<file path="config.mk">
export PLATFORM = sky130hd
export DESIGN_NAME = fljl_ctrl
export DESIGN_NICKNAME = d
export VERILOG_FILES = /design/src/rtl/fljl_pkg.sv /design/src/rtl/fljl_bit_tick.sv /design/src/rtl/fljl_timer.sv /design/src/rtl/fljl_ctrl.sv
export SDC_FILE = /design/constraint.sdc
export NUM_CORES = 1
export LEC_CHECK = 0
export BUFFER_PORTS_ARGS = -buffer_cell sky130_fd_sc_hd__buf_2
export CAP_MARGIN = 30
export CELL_PAD_IN_SITES_DETAIL_PLACEMENT = 0
export CELL_PAD_IN_SITES_GLOBAL_PLACEMENT = 2
export CORE_MARGIN = 3
export CORE_UTILIZATION = 36
export CTS_BUF_LIST = sky130_fd_sc_hd__clkbuf_4
export DETAILED_ROUTE_END_ITERATION = 10
export PLACE_DENSITY_LB_ADDON = 0.15
export REMOVE_ABC_BUFFERS = 1
export SLEW_MARGIN = 15
export SYNTH_ARGS = -nofsm -noshare
export SYNTH_HDL_FRONTEND = slang
export SYNTH_SLANG_ARGS = --single-unit
</file>
<file path="constraint.sdc">
create_clock -name clk -period 3.7 [get_ports clk]
set_input_delay 0.925 -clock clk [delete_from_list [all_inputs] [get_ports clk]]
set_output_delay 0.925 -clock clk [all_outputs]
set_load 0.1 [all_outputs]
</file>
<file path="src/rtl/fljl_pkg.sv">
// What this block does
// - time each continuous DO transmission; declare jabber past a fixed 20-150 ms limit
// - on jabber cut DO to fiber and send optical idle in the same cycle, then CS0 on CI
// - jabber state clears on power reset and CI returns to IDL
// - optionally clear jabber after 0.5 s of continuous DO inactivity
// - jabber limit exceeds the longest output a repeater legally sends
// - jabber behaviour overrides low-light behaviour on CI
// - low light stops passing received optical idle and packets to repeater
// - receive path to DI disabled 30 to 200 bit times after low light
// - during lockout only optical idle goes into the transmit fiber
// - during lockout a DO packet is not looped back onto DI
// - after low light clears, resume within 40 bit times once DO idle
// - forward each bit to DI as CD0 or CD1, without retiming
// - with nothing to forward, DI carries IDL
// - CI shows IDL when available, also during lockout without an error
// - no signal_quality_error test sequence after a transmitted packet
// - simultaneous transmit and receive packets drive CS0 on CI
// - signal_quality_error can be raised whenever powered, not only with DO active
// - four separate path enables: fiber driver, idle generator, loopback, receive
// - packet timer runs while DO active, stops at idle, expiry means jabber
// - unjab timer runs while DO idle, stops when output resumes
// - collision on CI within 3.5 bit times, drops 4.5 to 7 after
package fljl_pkg;
    // clock and bit rate
    localparam int unsigned CLK_PERIOD_NS = 10;
    localparam int unsigned BIT_TIME_NS   = 100;
    localparam int unsigned BIT_CYCLES    = BIT_TIME_NS / CLK_PERIOD_NS;
    localparam int unsigned TICK_W        = 4;

    // long timers, in their own units and in cycles
    localparam int unsigned TMR_W            = 26;
    localparam int unsigned JAB_LIMIT_MS     = 26;
    localparam int unsigned JAB_LIMIT_CYCLES = JAB_LIMIT_MS * 1000000 / CLK_PERIOD_NS;
    localparam int unsigned UNJAB_MS         = 500;
    localparam int unsigned UNJAB_CYCLES     = UNJAB_MS * 1000000 / CLK_PERIOD_NS;

    // collision hold after the condition ends
    localparam int unsigned COL_HOLD_NS     = 550;
    localparam int unsigned COL_HOLD_CYCLES = (COL_HOLD_NS + CLK_PERIOD_NS - 1) / CLK_PERIOD_NS;
    localparam int unsigned COL_W           = 7;

    // low-light windows in bit times
    localparam int unsigned LL_W        = 8;
    localparam int unsigned LL_ACT_BITS = 64;
    localparam int unsigned LL_CLR_BITS = 16;

    // register map
    localparam int unsigned AXI_AW     = 4;
    localparam logic [3:0]  REG_CTRL   = 4'h0;
    localparam logic [3:0]  REG_STATUS = 4'h4;
    localparam int unsigned CTRL_AUTO  = 0;
    localparam int unsigned CTRL_CLEAR = 1;
    localparam logic        CTRL_AUTO_RST = 1'b1;
    localparam logic [1:0]  RESP_OKAY   = 2'h0;
    localparam logic [1:0]  RESP_SLVERR = 2'h2;

    typedef enum logic [3:0] {
        JAB_RUN   = 4'h1,
        JAB_CUT   = 4'h2,
        JAB_HOLD  = 4'h4,
        JAB_QUIET = 4'h8
    } fljl_jab_t;

    typedef enum logic [3:0] {
        LL_OK   = 4'h1,
        LL_ARM  = 4'h2,
        LL_LOCK = 4'h4,
        LL_REL  = 4'h8
    } fljl_ll_t;
endpackage

</file>
<file path="src/rtl/fljl_bit_tick.sv">
`timescale 1ns/1ps
module fljl_bit_tick (
    // clock and reset
    input  wire logic clk,
    input  wire logic rst_b,
    // one pulse per bit time
    output logic      tick
);
    import fljl_pkg::*;

    localparam logic [TICK_W-1:0] LAST = TICK_W'(BIT_CYCLES - 1);

    logic [TICK_W-1:0] cnt_q;
    logic              wrap;

    assign wrap = (cnt_q == LAST);
    assign tick = wrap;

    // free-running bit-rate divider
    always_ff @(posedge clk) begin
        if (!rst_b) begin
            cnt_q <= '0;
        end else begin
            cnt_q <= wrap ? '0 : cnt_q + 1'b1;
        end
    end
endmodule

</file>
<file path="src/rtl/fljl_timer.sv">
`timescale 1ns/1ps
module fljl_timer #(
    parameter int unsigned LIMIT = 4096
) (
    // clock and reset
    input  wire logic clk,
    input  wire logic rst_b,
    // control
    input  wire logic run,
    input  wire logic clear,
    // expiry level, held until clear
    output logic      done
);
    import fljl_pkg::*;

    localparam logic [TMR_W-1:0] LAST = TMR_W'(LIMIT - 1);

    logic [TMR_W-1:0] cnt_q;

    assign done = (cnt_q == LAST);

    // saturating so expiry stays visible while run holds
    always_ff @(posedge clk) begin
        if (!rst_b || clear) begin
            cnt_q <= '0;
        end else if (run && !done) begin
            cnt_q <= cnt_q + 1'b1;
        end
    end
endmodule

</file>
<file path="src/rtl/fljl_ctrl.sv">
`timescale 1ns/1ps
module fljl_ctrl #(
    parameter int unsigned JAB_LIMIT = fljl_pkg::JAB_LIMIT_CYCLES,
    parameter int unsigned UNJAB_LIM = fljl_pkg::UNJAB_CYCLES
) (
    // clock and reset
    input  wire logic                        clk,
    input  wire logic                        rst_b,
    // axi4-lite write address and data
    input  wire logic [fljl_pkg::AXI_AW-1:0] s_axi_awaddr,
    input  wire logic                        s_axi_awvalid,
    output logic                             s_axi_awready,
    input  wire logic [31:0]                 s_axi_wdata,
    input  wire logic [3:0]                  s_axi_wstrb,
    input  wire logic                        s_axi_wvalid,
    output logic                             s_axi_wready,
    // axi4-lite write response
    output logic [1:0]                       s_axi_bresp,
    output logic                             s_axi_bvalid,
    input  wire logic                        s_axi_bready,
    // axi4-lite read
    input  wire logic [fljl_pkg::AXI_AW-1:0] s_axi_araddr,
    input  wire logic                        s_axi_arvalid,
    output logic                             s_axi_arready,
    output logic [31:0]                      s_axi_rdata,
    output logic [1:0]                       s_axi_rresp,
    output logic                             s_axi_rvalid,
    input  wire logic                        s_axi_rready,
    // repeater output circuit, decoded
    input  wire logic                        do_active,
    input  wire logic                        do_bit,
    // receive fiber, decoded
    input  wire logic                        rx_active,
    input  wire logic                        rx_bit,
    input  wire logic                        weak_light_present,
    // repeater input and control circuits
    output logic                             di_active,
    output logic                             di_bit,
    output logic                             ci_cs0,
    // transmit fiber
    output logic                             fiber_tx_bit,
    // path enables
    output logic                             tx_data_en,
    output logic                             tx_idle_en,
    output logic                             loopback_en,
    output logic                             rx_path_en,
    // exterior indicators
    output logic                             jabber_active,
    output logic                             lockout_active
);
    import fljl_pkg::*;

    localparam logic [LL_W-1:0]  LL_ACT_LAST = LL_W'(LL_ACT_BITS - 1);
    localparam logic [LL_W-1:0]  LL_CLR_LAST = LL_W'(LL_CLR_BITS - 1);
    localparam logic [COL_W-1:0] COL_LOAD    = COL_W'(COL_HOLD_CYCLES);

    // register decode shared by the read and write sides
    function automatic logic reg_mapped(input logic [AXI_AW-1:0] a);
        return (a == REG_CTRL) || (a == REG_STATUS);
    endfunction

    fljl_jab_t         jab_q;
    fljl_jab_t         jab_d;
    fljl_ll_t          ll_q;
    fljl_ll_t          ll_d;
    logic [LL_W-1:0]   ll_cnt_q;
    logic [LL_W-1:0]   ll_cnt_d;
    logic [COL_W-1:0]  col_cnt_q;
    logic [COL_W-1:0]  col_cnt_d;
    logic              bit_tick;
    logic              pkt_run;
    logic              pkt_clear;
    logic              pkt_done;
    logic              unjab_run;
    logic              unjab_clear;
    logic              unjab_done;
    logic              jab_cut;
    logic              jab_sqe;
    logic              ll_lock;
    logic              col_cond;
    logic              col_on;
    logic              sel_lb_q;
    logic              sel_rx_q;
    logic              sel_lb_d;
    logic              sel_rx_d;
    logic              auto_unjab_q;
    logic              soft_clear_q;
    logic              aw_hold_q;
    logic              w_hold_q;
    logic [AXI_AW-1:0] aw_addr_q;
    logic [31:0]       w_data_q;
    logic [3:0]        w_strb_q;
    logic              bvalid_q;
    logic [1:0]        bresp_q;
    logic              rvalid_q;
    logic [1:0]        rresp_q;
    logic [31:0]       rdata_q;
    logic              wr_fire;
    logic              ar_fire;
    logic              ctrl_wr;
    logic [31:0]       ctrl_word;
    logic [31:0]       status_word;
    logic [31:0]       rd_word;

    fljl_bit_tick u_tick (
        .clk   (clk),
        .rst_b (rst_b),
        .tick  (bit_tick)
    );

    assign pkt_run   = do_active && (jab_q == JAB_RUN);
    assign pkt_clear = !do_active;

    fljl_timer #(
        .LIMIT (JAB_LIMIT)
    ) u_pkt_tmr (
        .clk   (clk),
        .rst_b (rst_b),
        .run   (pkt_run),
        .clear (pkt_clear),
        .done  (pkt_done)
    );

    assign unjab_run   = !do_active && (jab_q == JAB_QUIET);
    assign unjab_clear = do_active || (jab_q != JAB_QUIET);

    fljl_timer #(
        .LIMIT (UNJAB_LIM)
    ) u_unjab_tmr (
        .clk   (clk),
        .rst_b (rst_b),
        .run   (unjab_run),
        .clear (unjab_clear),
        .done  (unjab_done)
    );

    // jabber next state; soft clear only while DO is quiet
    always_comb begin
        jab_d = jab_q;
        unique case (jab_q)
            JAB_RUN: begin
                if (pkt_done) begin
                    jab_d = JAB_CUT;
                end
            end
            JAB_CUT: begin
                // data already cut and idle already on, cs0 follows
                jab_d = JAB_HOLD;
            end
            JAB_HOLD: begin
                if (!do_active) begin
                    jab_d = JAB_QUIET;
                end
            end
            JAB_QUIET: begin
                if (do_active) begin
                    jab_d = JAB_HOLD;
                end else if (auto_unjab_q && unjab_done) begin
                    jab_d = JAB_RUN;
                end else if (soft_clear_q) begin
                    jab_d = JAB_RUN;
                end
            end
        endcase
    end

    always_ff @(posedge clk) begin
        if (!rst_b) begin
            jab_q <= JAB_RUN;
        end else begin
            jab_q <= jab_d;
        end
    end

    // cut and idle together, cs0 on CI two cycles later
    assign jab_cut = (jab_q != JAB_RUN);
    assign jab_sqe = (jab_q == JAB_HOLD) || (jab_q == JAB_QUIET);

    // low-light next state with a shared bit counter
    always_comb begin
        ll_d     = ll_q;
        ll_cnt_d = ll_cnt_q;
        unique case (ll_q)
            LL_OK: begin
                ll_cnt_d = '0;
                if (weak_light_present) begin
                    ll_d = LL_ARM;
                end
            end
            LL_ARM: begin
                // lock after 64 bit times, inside 30..200
                if (!weak_light_present) begin
                    ll_d = LL_OK;
                end else if (bit_tick && ll_cnt_q == LL_ACT_LAST) begin
                    ll_d     = LL_LOCK;
                    ll_cnt_d = '0;
                end else if (bit_tick) begin
                    ll_cnt_d = ll_cnt_q + 1'b1;
                end
            end
            LL_LOCK: begin
                ll_cnt_d = '0;
                if (!weak_light_present && !do_active) begin
                    ll_d = LL_REL;
                end
            end
            LL_REL: begin
                // release after 16 quiet bit times, under 40
                if (weak_light_present || do_active) begin
                    ll_d     = LL_LOCK;
                    ll_cnt_d = '0;
                end else if (bit_tick && ll_cnt_q == LL_CLR_LAST) begin
                    ll_d = LL_OK;
                end else if (bit_tick) begin
                    ll_cnt_d = ll_cnt_q + 1'b1;
                end
            end
        endcase
    end

    // low-light state registers
    always_ff @(posedge clk) begin
        if (!rst_b) begin
            ll_q     <= LL_OK;
            ll_cnt_q <= '0;
        end else begin
            ll_q     <= ll_d;
            ll_cnt_q <= ll_cnt_d;
        end
    end

    assign ll_lock = (ll_q == LL_LOCK) || (ll_q == LL_REL);

    // jabber cut wins regardless of lockout
    assign tx_data_en  = !jab_cut && !ll_lock;
    // idle generator whenever no data is driven
    assign tx_idle_en  = !(tx_data_en && do_active);
    // no loopback of DO packets while locked out
    assign loopback_en = !ll_lock;
    // receive path closed while locked out
    assign rx_path_en  = !ll_lock;

    // packets at both fiber ends at once
    assign col_cond = tx_data_en && do_active && rx_active && rx_path_en;

    // raise next cycle, hold 55 cycles after the end
    always_comb begin
        if (col_cond) begin
            col_cnt_d = COL_LOAD;
        end else if (col_cnt_q != '0) begin
            col_cnt_d = col_cnt_q - 1'b1;
        end else begin
            col_cnt_d = '0;
        end
    end

    // collision hold counter
    always_ff @(posedge clk) begin
        if (!rst_b) begin
            col_cnt_q <= '0;
        end else begin
            col_cnt_q <= col_cnt_d;
        end
    end

    assign col_on = (col_cnt_q != '0);

    // first source to arrive owns DI until it goes idle
    always_comb begin
        sel_lb_d = sel_lb_q && do_active && loopback_en;
        sel_rx_d = sel_rx_q && rx_active && rx_path_en;
        if (!sel_lb_d && !sel_rx_d) begin
            // simultaneous arrival picks loopback
            sel_lb_d = do_active && loopback_en;
            sel_rx_d = !sel_lb_d && rx_active && rx_path_en;
        end
    end

    // DI, CI and fiber data flops; one clock of delay, no bit retiming
    always_ff @(posedge clk) begin
        if (!rst_b) begin
            sel_lb_q     <= 1'b0;
            sel_rx_q     <= 1'b0;
            di_active    <= 1'b0;
            di_bit       <= 1'b0;
            ci_cs0       <= 1'b0;
            fiber_tx_bit <= 1'b0;
        end else begin
            sel_lb_q     <= sel_lb_d;
            sel_rx_q     <= sel_rx_d;
            di_active    <= sel_lb_d || sel_rx_d;
            // symbol follows the selected source bit
            di_bit       <= sel_lb_d ? do_bit : (sel_rx_d && rx_bit);
            // cs0 only from collision or jabber
            ci_cs0       <= jab_sqe || col_on;
            fiber_tx_bit <= tx_data_en && do_bit;
        end
    end

    assign jabber_active  = jab_cut;
    assign lockout_active = ll_lock;

    // bus handshakes; one write and one read in flight
    assign s_axi_awready = !aw_hold_q && !bvalid_q;
    assign s_axi_wready  = !w_hold_q && !bvalid_q;
    assign s_axi_arready = !rvalid_q;
    assign wr_fire       = aw_hold_q && w_hold_q && !bvalid_q;
    assign ar_fire       = s_axi_arvalid && !rvalid_q;
    assign ctrl_wr       = wr_fire && (aw_addr_q == REG_CTRL) && w_strb_q[0];

    // address and data may arrive in either order
    always_ff @(posedge clk) begin
        if (!rst_b) begin
            aw_hold_q <= 1'b0;
            w_hold_q  <= 1'b0;
            aw_addr_q <= '0;
            w_data_q  <= '0;
            w_strb_q  <= '0;
        end else begin
            if (s_axi_awvalid && s_axi_awready) begin
                aw_hold_q <= 1'b1;
                aw_addr_q <= s_axi_awaddr;
            end else if (wr_fire) begin
                aw_hold_q <= 1'b0;
            end
            if (s_axi_wvalid && s_axi_wready) begin
                w_hold_q <= 1'b1;
                w_data_q <= s_axi_wdata;
                w_strb_q <= s_axi_wstrb;
            end else if (wr_fire) begin
                w_hold_q <= 1'b0;
            end
        end
    end

    // write response; status writes are accepted and ignored
    always_ff @(posedge clk) begin
        if (!rst_b) begin
            bvalid_q <= 1'b0;
            bresp_q  <= RESP_OKAY;
        end else if (wr_fire) begin
            bvalid_q <= 1'b1;
            bresp_q  <= reg_mapped(aw_addr_q) ? RESP_OKAY : RESP_SLVERR;
        end else if (s_axi_bready) begin
            bvalid_q <= 1'b0;
        end
    end

    // control bits; clear request is a self-clearing pulse
    always_ff @(posedge clk) begin
        if (!rst_b) begin
            auto_unjab_q <= CTRL_AUTO_RST;
            soft_clear_q <= 1'b0;
        end else begin
            soft_clear_q <= ctrl_wr && w_data_q[CTRL_CLEAR];
            if (ctrl_wr) begin
                auto_unjab_q <= w_data_q[CTRL_AUTO];
            end
        end
    end

    // read words
    assign ctrl_word   = {30'h0, 1'b0, auto_unjab_q};
    assign status_word = {22'h0, rx_active, do_active, rx_path_en, loopback_en,
                          tx_idle_en, tx_data_en, weak_light_present, col_on,
                          ll_lock, jab_cut};
    assign rd_word     = (s_axi_araddr == REG_CTRL)   ? ctrl_word :
                         (s_axi_araddr == REG_STATUS) ? status_word : 32'h0;

    // read data captured at the address handshake
    always_ff @(posedge clk) begin
        if (!rst_b) begin
            rvalid_q <= 1'b0;
            rresp_q  <= RESP_OKAY;
            rdata_q  <= '0;
        end else if (ar_fire) begin
            rvalid_q <= 1'b1;
            rresp_q  <= reg_mapped(s_axi_araddr) ? RESP_OKAY : RESP_SLVERR;
            rdata_q  <= rd_word;
        end else if (s_axi_rready) begin
            rvalid_q <= 1'b0;
        end
    end

    assign s_axi_bvalid = bvalid_q;
    assign s_axi_bresp  = bresp_q;
    assign s_axi_rvalid = rvalid_q;
    assign s_axi_rresp  = rresp_q;
    assign s_axi_rdata  = rdata_q;
endmodule

</file>
Yosys cells after proc, flatten, opt, wreduce, memory -nomap -nowiden
Index checks and enable logic that the tools add are counted.
Widths: inputs -> output; s select.
- register bits: 134
- output and inout bits: 51
- memory bits (writable): 0
- latch bits: 0
- logic and storage cells: 164
- ROM bits: 0
- memories: 0
- multipliers: 0
- bitwise operators: 2
- add/sub/neg operators: 5
- $lt $le $gt $ge: 0
- shift operators: 0
- eq/ne operators: 26
- reductions and logical operators: 70
- mux-type cells: 35
- divide/modulo/power cells: 0
- operator list (cell ; count):
    $add 26x1->26 const B ; 2
    $mux 4 ; 11
    $mux 8 ; 5
    $logic_and 1x1->1 ; 32
    $pmux 4 s4 ; 2
    $eq 26x22->1 const B ; 1
    $eq 26x26->1 const B ; 1
    $pmux 8 s3 ; 1
    $mux 10 ; 2
    $eq 4x3->1 const B ; 4
    $logic_not 1->1 ; 15
    $eq 4x4->1 const B ; 3
    $mux 6 ; 2
    $logic_or 1x1->1 ; 10
    $mux 1 ; 10
    $ne 3x3->1 const B ; 3
    $add 8x1->8 const B ; 1
    $eq 4x1->1 const B ; 2
    $eq 4x2->1 const B ; 2
    $eq 8x4->1 const B ; 1
    $eq 8x6->1 const B ; 1
    $logic_not 4->1 ; 2
    $ne 2x2->1 const B ; 4
    $ne 4x4->1 const B ; 2
    13 further kinds ; 19

Longest topological paths before layout
Gate-level depths: netlist of run 1.
- depth after elaboration: 10
- depth in mapped cells: 8
- mapped depth without buffers: 7

Modules after synthesis
Synthesis of run 1 repeated with hierarchy kept, for this count alone.
- cells, all modules: 650
- area total of the unflattened synthesis: 5670.4 um^2
- modules (own cells, without submodules) (module ; seq. area each (um^2) ; cells each ; times used ; area an instance (um^2)):
    fljl_ctrl ; 1061.0 ; 306 ; 1 ; 2710.1
    fljl_timer (u_unjab_tmr) ; 520.5 ; 164 ; 1 ; 1406.3
    fljl_timer (u_pkt_tmr) ; 520.5 ; 160 ; 1 ; 1365.1
    fljl_bit_tick ; 80.1 ; 20 ; 1 ; 188.9

Worst setup path after synthesis of run 1
Ideal clock, no wire load.
- path type: register to output
- from: register ll_q[2]
- to: output port tx_data_en
- setup slack: -1.551 ns
- arrival: 4.326 ns
- stages on the path, launching flop included: 6
- cells stage by stage: dfxtp_1 -> clkbuf_1 -> xnor2_1 -> nand2b_1 -> clkinv_1 -> nor2_1
- longest elaborated chain between the ends: 4
- elaborated cells between the ends (all ways): 5
- RTL lines (element ; RTL line ; text):
    from (decl) ; fljl_ctrl.sv:64 ; fljl_ll_t ll_q;
    from (signal assigned) ; fljl_ctrl.sv:227 ; ll_q <= ll_d;
    $eq 4x3->1 / $eq 4x4->1 (equally long branches) ; fljl_ctrl.sv:232 ; assign ll_lock = (ll_q == LL_LOCK) || (ll_q == LL_REL);
    $logic_or 1x1->1 (*) ; fljl_ctrl.sv:232 ;
    $logic_not 1->1 (*) ; - ;
    net loopback_en ; fljl_ctrl.sv:45 ; output logic loopback_en,
    $logic_and 1x1->1 (*) ; fljl_ctrl.sv:235 ; assign tx_data_en = !jab_cut && !ll_lock;
    to (decl) ; fljl_ctrl.sv:43 ; output logic tx_data_en,
The timed path passes the listed nets; every way through them passes the cells marked *.

Worst setup path in the final report of run 1
- from: register ll_q[2]
- to: output port tx_data_en
- longest elaborated chain between the ends: 4
- elaborated cells between the ends (all ways): 5
- RTL lines (element ; RTL line):
    $eq 4x3->1 / $eq 4x4->1 (equally long branches) ; fljl_ctrl.sv:232
    $logic_or 1x1->1 (*) ; fljl_ctrl.sv:232
    $logic_not 1->1 (*) ; fljl_ctrl.sv:235
    $logic_and 1x1->1 (*) ; fljl_ctrl.sv:235
Mark *: on every way between the ends. The rest lies on a longest branch, timed or not.

==> impl_results.rst, run 1 <==
.. list-table::
   :header-rows: 1

   * - Metric
     - Value
   * - Critical path class
     - register to output port
   * - Clock network power share
     - 23.9%
   * - Max Buffers Root-to-Sink
     - 2
   * - GP Congestion
     - 0.761
   * - Post-synth top flop
     - sky130_fd_sc_hd__dfxtp_1
   * - Static power due to leakage
     - approximately 0.0021 uW
   * - Area of the placeable core
     - approximately 0.015 mm^2
   * - Area of combinational cells with multiple inputs
     - between 0.002 and 0.003 mm^2
   * - # resized after CTS
     - 0
   * - Via count of the first global-routing pass
     - 4337
   * - Global-route wire length before repair
     - roughly 21000 um
   * - Average routed wire per standard cell
     - 14.3 um
   * - Cell-internal power
     - 1590 uW
   * - Total setup violations reported at the end of the flow
     - 0
   * - Unrepaired setup endpoints after global routing
     - no
   * - Clock transition at the register clock pins on the worst setup and hold paths after CTS
     - roughly 0.16 ns
   * - Top Ports
     - around 110
   * - Power per cell area
     - roughly 420 mW/mm^2
   * - Number of vias per cell
     - ~5.3
   * - # clock sinks
     - 109
   * - Combinational group share of total power
     - a little under a quarter
   * - F_max
     - approximately 300 MHz
   * - Startpoint type of the worst setup path
     - register
   * - Number of failing hold endpoints at the final stage
     - 0
   * - #FFs+latches synth
     - approximately 110
   * - Power, Total
     - roughly 2500 uW
   * - Tightest Pin Transition
     - just under 0.9 ns
   * - Effective utilization at floorplan
     - a little under two fifths
   * - Total Die Area
     - about 0.017 mm^2
   * - First drt pass iteration count
     - 4
   * - TritonCTS buffer count
     - 9
   * - Most frequent standard cell in the layout excluding fill and tap cells
     - sky130_fd_sc_hd__dfxtp_1
   * - Diodes inserted
     - 0
   * - Class of the worst hold path
     - register to register
   * - Worst Path Max Fanout
     - 11
   * - Type of destination of the critical path
     - output port
   * - Number of enable-type register cells in the synthesized netlist
     - 0
   * - Residual DRC
     - 0
   * - Max stage delay on crit path
     - about 0.57 ns
   * - Hold-critical path depth
     - 2
   * - Total GRT Usage
     - around 15%
   * - Half-perimeter wire length of the detailed placement result
     - around 8800 um
   * - Post-synth cell types
     - 63
   * - Cell chosen for the clock root
     - sky130_fd_sc_hd__clkbuf_4
   * - Final non-filler cell area
     - 0.00590 mm^2
   * - Final cell utilization of the core
     - between 40 and 50%
   * - Run status
     - complete, no violations
   * - Violation count after the first detailed-route iteration
     - ~250
   * - Count of fill cells added during filler insertion
     - 1500
   * - Remaining antenna violation count after routing
     - 0
   * - Proportion of layout cells with a drive suffix above 1
     - 11.8%
   * - Switching power as a share of total power
     - 35.6%
   * - Register-to-Register Path Depth
     - 5
   * - CP arrival
     - 2.43 ns
   * - Share of the synthesized area in the top cell type
     - between 30% and 40%
   * - Cell row count
     - between 40 and 50
   * - Number of H-tree levels
     - 3
   * - CTS tree
     - built
   * - Maximum vdd drop
     - about 0.22 mV
   * - Setup Total Neg Slack
     - 0 ns
   * - Post-synthesis cell area
     - ~0.0055 mm^2
   * - Req. time, crit path
     - between 2 and 3 ns
   * - Slowest cell on the critical path
     - sky130_fd_sc_hd__dfxtp_1
   * - Leading cell types in the layout, fill and taps excluded
     - sky130_fd_sc_hd__dfxtp_1 (109), sky130_fd_sc_hd__nor2_1 (75), sky130_fd_sc_hd__nand2_1 (55)
   * - Area growth, synth to finish
     - 7.94%
   * - Final nets
     - 750
   * - Storage element area
     - around 0.0022 mm^2
   * - Worst Skew
     - ~0.015 ns
   * - Die span in y
     - around 130 um
   * - Cells after Synth
     - about 650
   * - Clock latency on the worst-skew pair
     - 0.47 ns
   * - Share of async-settable or async-resettable flops after synthesis
     - 0%
   * - Area post-placement
     - approximately 0.0058 mm^2
   * - Share of the yosys chip area belonging to registers
     - 39.9%
   * - Final worst path period need
     - 3.35 ns
   * - Max-cap violation count
     - 0
   * - Grt total ovfl
     - 0
   * - Die extent in x
     - about 130 um
   * - Post-CTS setup repair buffer count
     - 0
   * - Synth warnings
     - 0
   * - Cells along the critical path
     - xnor2_1 -> nand2b_1 -> clkinv_1 -> nor2_1 -> buf_2
   * - Slew HR
     - about two fifths
   * - Area contributors post-synth
     - sky130_fd_sc_hd__dfxtp_1 (40%), sky130_fd_sc_hd__nor2_1 (5.1%), sky130_fd_sc_hd__nand2_1 (3.8%), sky130_fd_sc_hd__buf_4 (3.6%), sky130_fd_sc_hd__mux2i_1 (3.5%)
   * - Aggregate routed wire length
     - 12500 um
   * - Max Transition Viols Final
     - 0
   * - Post-route clock period utilization
     - just over 90%
   * - Cell taking the most area after synthesis
     - sky130_fd_sc_hd__dfxtp_1
   * - Pin count of the biggest net entering global routing
     - 27
   * - Initial antenna violation count
     - 0
   * - Part of the total power dissipated in sequential elements
     - between 50% and 60%
   * - Net Switching
     - around 900 uW
   * - Mean area per synthesized cell
     - between 8 and 9 um^2
   * - Worst Hold Margin
     - a little under 0.5 ns
   * - Overall via count from detail_route
     - ~4600
   * - Hold_buf cts
     - 0
   * - Buffers on Ports
     - just under 50
[state kept, by name, indices dropped and copies added, names as in the netlist, 2 cells and up]
signal             count
u_pkt_tmr.cnt_q       26
u_tick.cnt_q           4
ll_cnt_q               8
aw_addr_q              4
w_data_q               2
col_cnt_q              7
u_unjab_tmr.cnt_q     26
ll_q                   4
s_axi_rdata            9
jab_q                  4
[worst max-delay path, delay by kind of cell (launching register included)]
family	cells	cell delay [ns]
buffers and inverters	2	0.75
DFF	1	0.57
and+or+nand+nor	2	0.49
xor gates and xnor gates	1	0.15
[power by group through the flow]
stage | Combinational [uW] | Clock, uW | Sequential, uW
2_1_floorplan | 404 | 0 | 1380
3_3_place_gp | 584 | 0 | 1320
3_5_place_dp | 588 | 0 | 1320
4_1_cts | 591 | 626 | 1290
5_1_grt | 635 | 675 | 1300
6_report | 585 | 589 | 1290
[kinds of logic after synthesis]
kind of cell,after synthesis,synth area share (%)
AND/OR/NAND/NOR,306,30.3
flip-flops,109,39.9
AO/OA/AOI/OAI,101,12.0
buffers and inverters,77,7.14
XOR/XNOR,34,5.45
multiplexers,19,3.48
adder cells (fa/ha/maj),7,1.60
other,1,0.0686
[metal layers]
layer	global-route usage, %	vias up	share of wire [%]
li1	-	2361	-
met1	20.4	2182	49
met2	25.4	53	47
met3	4.12	6	3.0
met4	3.03	0	0.75
met5	0	-	0
[metrics by stage]
| stage | worst slack, ns | std cells |
|---|---|---|
| final | 0.347 | 876 |
| after global routing | 0.0878 | 876 |
| after CTS | 0.307 | 876 |
| after detailed placement | 0.643 | 860 |
| after global placement | 0.661 | 860 |
| after floorplan | -2.53 | 620 |
[synthesized netlist by cell type, drive strengths merged, types with 6 or more instances]
master / instances
inv: 19
nand2: 55
nand3: 20
nor4: 17
clkbuf: 28
mux2i: 19
or4: 14
dfxtp: 109
a22oi: 8
o31ai: 8
nor2: 75
nand2b: 18
nand4: 22
or3: 6
o211ai: 8
nor3: 20
o21ai: 23
xnor2: 21
xor2: 13
ha: 7
and3: 13
and4: 6
buf: 29
and2: 9
a21oi: 26
[worst paths after layout]
path	startpoint	end	slack, ns
max	ll_q[2]	tx_data_en	0.35
min	u_pkt_tmr.cnt_q[5]	u_pkt_tmr.cnt_q[5]	0.48
max reg2reg	jab_q[3]	u_unjab_tmr.cnt_q[25]	1.30
min reg2reg	u_pkt_tmr.cnt_q[5]	u_pkt_tmr.cnt_q[5]	0.48
[cell type report]
cell class	instances	share of cell area (%)
multi-input cells	491	50.6
repair buffers	56	5.04
well taps	184	3.90
clock buffers	10	1.27
flip-flops and latches	109	37.0
inverters	20	1.27
clock inverters	6	0.911
Note: power is estimated with default switching activity, not from simulation.
==> run 2: changes to the inputs <==
CORE_ASPECT_RATIO = 1.75   (was not set)
SKIP_LAST_GASP = 1   (was not set)
SLEW_MARGIN = 20   (was 15)
==> run 2 against run 1 <==
Clock skew increased by 0.0084 ns. Hold slack worse by 0.00074 ns. Global-route usage is 0.48 points higher. Critical endpoint unchanged. Sequential power about the same. Sequential share of layout area down 0.14 points. Fmax decreased by 1.6%. Clock-buffer cell count did not move. Flip-flop and latch count unchanged. Cell area grew 0.38%.
==> impl_results.rst, run 2 (synthesized netlist as in run 1, its figures left out) <==
.. list-table::
   :header-rows: 1

   * - Metric
     - Value
   * - Run status
     - complete, no violations
   * - Max-cap violation count
     - 0
   * - Maximum vdd drop
     - 0.195 mV
   * - Aggregate routed wire length
     - 13000 um
   * - Class of the worst hold path
     - register to register
   * - Unrepaired setup endpoints after global routing
     - no
   * - Inst Count DP
     - roughly 860
   * - Total setup violations reported at the end of the flow
     - 0
   * - Part of the total power dissipated in sequential elements
     - slightly above 50%
   * - Net Switching
     - approximately 890 uW
   * - Max Transition Viols Final
     - 0
   * - Worst slack after detailed placement
     - 0.656 ns
   * - Top Ports
     - around 110
   * - Final nets
     - 752
   * - Final non-filler cell area
     - around 0.006 mm^2
   * - CTS tree
     - built
   * - Violation count after the first detailed-route iteration
     - roughly 130
   * - Req. time, crit path
     - about 2.8 ns
   * - GP Congestion
     - between 0.7 and 0.8
   * - Number of vias per cell
     - around 5.2
   * - Number of failing hold endpoints at the final stage
     - 0
   * - Power per cell area
     - between 400 and 500 mW/mm^2
   * - Post-CTS setup repair buffer count
     - 0
   * - Worst path setup slack after routing
     - approximately 0.29 ns
   * - Die extent in x
     - ~99 um
   * - Buffers on Ports
     - 49
   * - Area of the placeable core
     - between 0.01 and 0.015 mm^2
   * - Grt total ovfl
     - 0
   * - Total Die Area
     - 0.0168 mm^2
   * - Power, Total
     - roughly 2500 uW
   * - Clock transition at the register clock pins on the worst setup and hold paths after CTS
     - between 0.15 and 0.2 ns
   * - Combinational group share of total power
     - between 20% and 30%
   * - Effective utilization at floorplan
     - 36.7%
   * - Die span in y
     - around 170 um
   * - Number of H-tree levels
     - 3
   * - Worst Skew
     - ~0.023 ns
   * - Switching power as a share of total power
     - between 30% and 40%
   * - First drt pass iteration count
     - 4
   * - Most frequent standard cell in the layout excluding fill and tap cells
     - sky130_fd_sc_hd__dfxtp_1
   * - F_max
     - between 200 and 300 MHz
   * - Tightest Pin Transition
     - approximately 0.88 ns
   * - Startpoint type of the worst setup path
     - register
   * - Slew HR
     - around two fifths
   * - Worst Hold Margin
     - roughly 0.48 ns
   * - # resized after CTS
     - 0
   * - Max Buffers Root-to-Sink
     - 2
   * - Static power due to leakage
     - approximately 0.0022 uW
   * - Pin count of the biggest net entering global routing
     - 27
   * - Global-route wire length before repair
     - around 22000 um
   * - TritonCTS buffer count
     - 9
   * - Hold_buf cts
     - 0
   * - Non-filler instance count after layout
     - between 800 and 900
   * - Initial antenna violation count
     - 1
   * - Final worst path period need
     - ~3.4 ns
   * - Critical path class
     - register to output port
   * - Type of destination of the critical path
     - output port
   * - Post-route clock period utilization
     - between 90% and 100%
   * - Average routed wire per standard cell
     - between 10 and 15 um
   * - Area growth, synth to finish
     - 8.35%
   * - Area post-placement
     - roughly 0.0058 mm^2
   * - CP arrival
     - ~2.5 ns
   * - Remaining antenna violation count after routing
     - 0
   * - Cell-internal power
     - about 1600 uW
   * - Residual DRC
     - 0
   * - # clock sinks
     - about 110
   * - Proportion of layout cells with a drive suffix above 1
     - about an eighth
   * - Cell row count
     - 59
   * - Clock latency on the worst-skew pair
     - between 0.4 and 0.5 ns
   * - Half-perimeter wire length of the detailed placement result
     - 9620 um
   * - Leading cell types in the layout, fill and taps excluded
     - sky130_fd_sc_hd__dfxtp_1 (109), sky130_fd_sc_hd__nor2_1 (75), sky130_fd_sc_hd__nand2_1 (55)
   * - Clock network power share
     - roughly a quarter
   * - Overall via count from detail_route
     - 4600
   * - Total GRT Usage
     - approximately 16%
   * - Cell chosen for the clock root
     - sky130_fd_sc_hd__clkbuf_4
   * - Via count of the first global-routing pass
     - ~4500
   * - Worst Path Max Fanout
     - 11
==> run 2: cell type report <==
cell class,count,area [um^2]
antenna,1,2.50
clock buffer,10,75.1
clock inverter,6,60.1
fill,1596,8990
inverter,20,75.1
multi-input combinational,491,2990
sequential,109,2180
tap,183,229
timing repair buffer,58,313
==> run 2: power groups by stage <==
stage	Sequential, uW	Clock (uW)	Combinational [uW]
after floorplan	1380	0	404
after global placement	1310	0	588
after detailed placement	1310	0	596
after CTS	1290	640	598
after global routing	1300	679	645
final	1290	605	593
==> run 2: routing by layer <==
layer  global-route usage, %  vias up  wire (um)  part of all wire (%)
met5                       0        -          0                     0
met4                    4.70        0        166                   1.3
met2                    29.6       56       7130                    55
li1                        -     2346          -                     -
met3                    2.47       10        323                   2.5
met1                    18.2     2188       5340                    41
==> run 2: metrics by stage <==
| step | TNS, ns | utilization [%] |
|---|---|---|
| finish | 0 | 39.7 |
| global route | 0 | 39.7 |
| CTS | 0 | 39.7 |
| detailed placement | 0 | 38.8 |
| global placement | 0 | 38.8 |
| floorplan | -17.91 | - |
==> run 2: path summary, 6_finish.rpt <==
| check | start | endpoint | slack [ns] | cells after the start |
|---|---|---|---|---|
| max | ll_q[2] | tx_data_en | 0.29 | 5 |
| min | u_pkt_tmr.cnt_q[5] | u_pkt_tmr.cnt_q[5] | 0.48 | 2 |
| max reg2reg | jab_q[2] | u_pkt_tmr.cnt_q[21] | 1.23 | 7 |
| min reg2reg | u_pkt_tmr.cnt_q[5] | u_pkt_tmr.cnt_q[5] | 0.48 | 2 |
==> run 2: critical path: stages, from the launching register on <==
cell and delay, ns:
sky130_fd_sc_hd__dfxtp_1 0.57, sky130_fd_sc_hd__xnor2_1 0.15, sky130_fd_sc_hd__nand2b_1 0.25, sky130_fd_sc_hd__clkinv_1 0.31, sky130_fd_sc_hd__nor2_1 0.28, sky130_fd_sc_hd__buf_2 0.47
==> run 3: changes to the inputs <==
PLACE_DENSITY_LB_ADDON = 0.1   (was 0.15)
==> run 3 against run 2 <==
Clock skew is 0.0055 ns lower. Flip-flop and latch count did not move. Clock-buffer cell count shrank 1. Core utilization about the same.
==> impl_results.rst, run 3 (synthesized netlist as in run 1, its figures left out) <==
.. list-table::
   :header-rows: 1

   * - Metric
     - Value
   * - Clock network power share
     - a little under a quarter
   * - Pin count of the biggest net entering global routing
     - 27
   * - Average routed wire per standard cell
     - 15.0 um
   * - Max stage delay on crit path
     - about 0.57 ns
   * - # resized after CTS
     - 0
   * - Part of the total power dissipated in sequential elements
     - a little over half
   * - Buffers on Ports
     - about 50
   * - First drt pass iteration count
     - 4
   * - Violation count after the first detailed-route iteration
     - approximately 130
   * - Net Switching
     - 917 uW
   * - Slowest cell on the critical path
     - sky130_fd_sc_hd__dfxtp_1
   * - Worst path setup slack after routing
     - 0.300 ns
   * - Hold_buf cts
     - 0
   * - Total setup violations reported at the end of the flow
     - 0
   * - Total GRT Usage
     - ~16%
   * - Req. time, crit path
     - 2.77 ns
   * - Final worst path period need
     - roughly 3.4 ns
   * - Aggregate routed wire length
     - approximately 13000 um
   * - GP Congestion
     - 0.772
   * - Number of failing hold endpoints at the final stage
     - 0
   * - Unrepaired setup endpoints after global routing
     - no
   * - Run status
     - complete, no violations
   * - Proportion of layout cells with a drive suffix above 1
     - between 10% and 20%
   * - Half-perimeter wire length of the detailed placement result
     - ~9700 um
   * - Maximum vdd drop
     - 0.217 mV
   * - CP arrival
     - 2.48 ns
   * - Startpoint type of the worst setup path
     - register
   * - TritonCTS buffer count
     - 9
   * - Number of vias per cell
     - just over 5
   * - Max-cap violation count
     - 0
   * - Effective utilization at floorplan
     - 36.7%
   * - Top Ports
     - approximately 110
   * - Power per cell area
     - between 400 and 500 mW/mm^2
   * - Register-to-Register Path Depth
     - 6
   * - Max Transition Viols Final
     - 0
   * - Slew HR
     - 46.0%
   * - Combinational group share of total power
     - a little under a quarter
   * - Launch point of the worst reg-to-reg path
     - jab_q[2]
   * - Initial antenna violation count
     - 1
   * - Register-to-register setup slack
     - 1.22 ns
   * - Cell chosen for the clock root
     - sky130_fd_sc_hd__clkbuf_4
   * - Die extent in x
     - slightly below 100 um
   * - Clock transition at the register clock pins on the worst setup and hold paths after CTS
     - approximately 0.18 ns
   * - F_max
     - between 200 and 300 MHz
   * - CTS tree
     - built
   * - Final nets
     - between 700 and 800
   * - # clock sinks
     - approximately 110
   * - Most frequent standard cell in the layout excluding fill and tap cells
     - sky130_fd_sc_hd__dfxtp_1
   * - Cell row count
     - 59
   * - Hold-critical path depth
     - 2
   * - Total Die Area
     - ~0.017 mm^2
   * - Post-route clock period utilization
     - between 90% and 100%
   * - Setup Total Neg Slack
     - 0 ns
   * - Critical path class
     - register to output port
   * - Area growth, synth to finish
     - 8.46%
   * - Remaining antenna violation count after routing
     - 0
   * - Worst slack after detailed placement
     - approximately 0.60 ns
   * - Leading cell types in the layout, fill and taps excluded
     - sky130_fd_sc_hd__dfxtp_1 (109), sky130_fd_sc_hd__nor2_1 (75), sky130_fd_sc_hd__nand2_1 (55)
   * - Type of destination of the critical path
     - output port
   * - Global-route wire length before repair
     - approximately 22000 um
   * - Static power due to leakage
     - between 0.002 and 0.0025 uW
   * - Switching power as a share of total power
     - between 30% and 40%
   * - Overall via count from detail_route
     - 4557
   * - Number of H-tree levels
     - 3
   * - Family with the most delay on the worst path
     - buffers and inverters
   * - CP Depth
     - 5
   * - Area post-placement
     - just under 0.006 mm^2
   * - Hold path endpoint
     - u_pkt_tmr.cnt_q[5]
   * - Class of the worst hold path
     - register to register
   * - Tightest Pin Transition
     - between 0.8 and 0.9 ns
   * - Max Buffers Root-to-Sink
     - 2
   * - Area of the placeable core
     - 0.0149 mm^2
   * - Final non-filler cell area
     - a little under 0.006 mm^2
   * - Grt total ovfl
     - 0
   * - Endpoint of the lowest-slack register-to-register path
     - u_pkt_tmr.cnt_q[21]
   * - Residual DRC
     - 0
   * - Post-CTS setup repair buffer count
     - 0
   * - Beginning of the worst hold path
     - u_pkt_tmr.cnt_q[5]
   * - Cell-internal power
     - 1530 uW
   * - Worst Skew
     - 0.0179 ns
   * - Clock latency on the worst-skew pair
     - 0.47 ns
   * - Via count of the first global-routing pass
     - around 4500
   * - Count of buffering cells on the critical path with inverters included
     - 2
   * - Die span in y
     - about 170 um
   * - Worst Hold Margin
     - between 0.4 and 0.5 ns
   * - Cells along the critical path
     - xnor2_1 -> nand2b_1 -> clkinv_1 -> nor2_1 -> buf_2
   * - Worst Path Max Fanout
     - 11
## run 3: cell types whose count changed in the layout (fill, tap and decap cells not counted), sizes merged
cell | before | now
buf | 58 | 59
bufinv | 1 | 0
clkbuf | 10 | 9
clkinvlp | 0 | 1
inv | 21 | 22
## run 3: worst reg2reg max path: stages, from the launching register on
cell and delay (ns):
sky130_fd_sc_hd__dfxtp_1 0.47, sky130_fd_sc_hd__nor4b_2 0.35, sky130_fd_sc_hd__buf_4 0.21, sky130_fd_sc_hd__and2_1 0.38, sky130_fd_sc_hd__nand4_1 0.33, sky130_fd_sc_hd__or4_1 0.54
sky130_fd_sc_hd__a21oi_1 0.15
## run 3: area by class of cell
cell class	instances	area [um^2]
fillers	1569	8980
multi-input cells	491	2990
flip-flops and latches	109	2180
repair buffers	59	328
well taps	183	229
inverters	20	75.1
clock buffers	9	67.6
clock inverters	7	58.8
diodes	1	2.50
## run 3: power by group through the flow
| stage | combinational (uW) | clock, uW | sequential, uW |
|---|---|---|---|
| floorplan | 404 | 0 | 1380 |
| global placement | 588 | 0 | 1310 |
| detailed placement | 591 | 0 | 1320 |
| CTS | 593 | 607 | 1290 |
| global route | 635 | 649 | 1300 |
| finish | 587 | 571 | 1290 |
## run 3: how the worst max path moves through the flow
stage | start | to | slack (ns)
6_report | ll_q[2] | tx_data_en | 0.30
5_1_grt | ll_q[2] | tx_data_en | 0.12
4_1_cts | ll_q[2] | tx_data_en | 0.25
3_5_place_dp | do_active | u_unjab_tmr.cnt_q[25] | 0.60
3_3_place_gp | do_active | u_unjab_tmr.cnt_q[25] | 0.63
2_1_floorplan | ll_q[2] | tx_data_en | -2.53
## run 3: routing by layer
metal	share of wire (%)	global-route usage [%]
met4	1.4	5.17
met1	41	17.4
met3	1.6	2.27
met5	0	0
met2	56	30.8
## run 3: per-stage QoR
stage	power [uW]	cells	utilization (%)
final	2450	879	39.8
after CTS	2490	877	39.7
after detailed placement	1910	861	38.8
after global placement	1900	861	38.8
after global routing	2590	879	39.8
after floorplan	1790	620	-
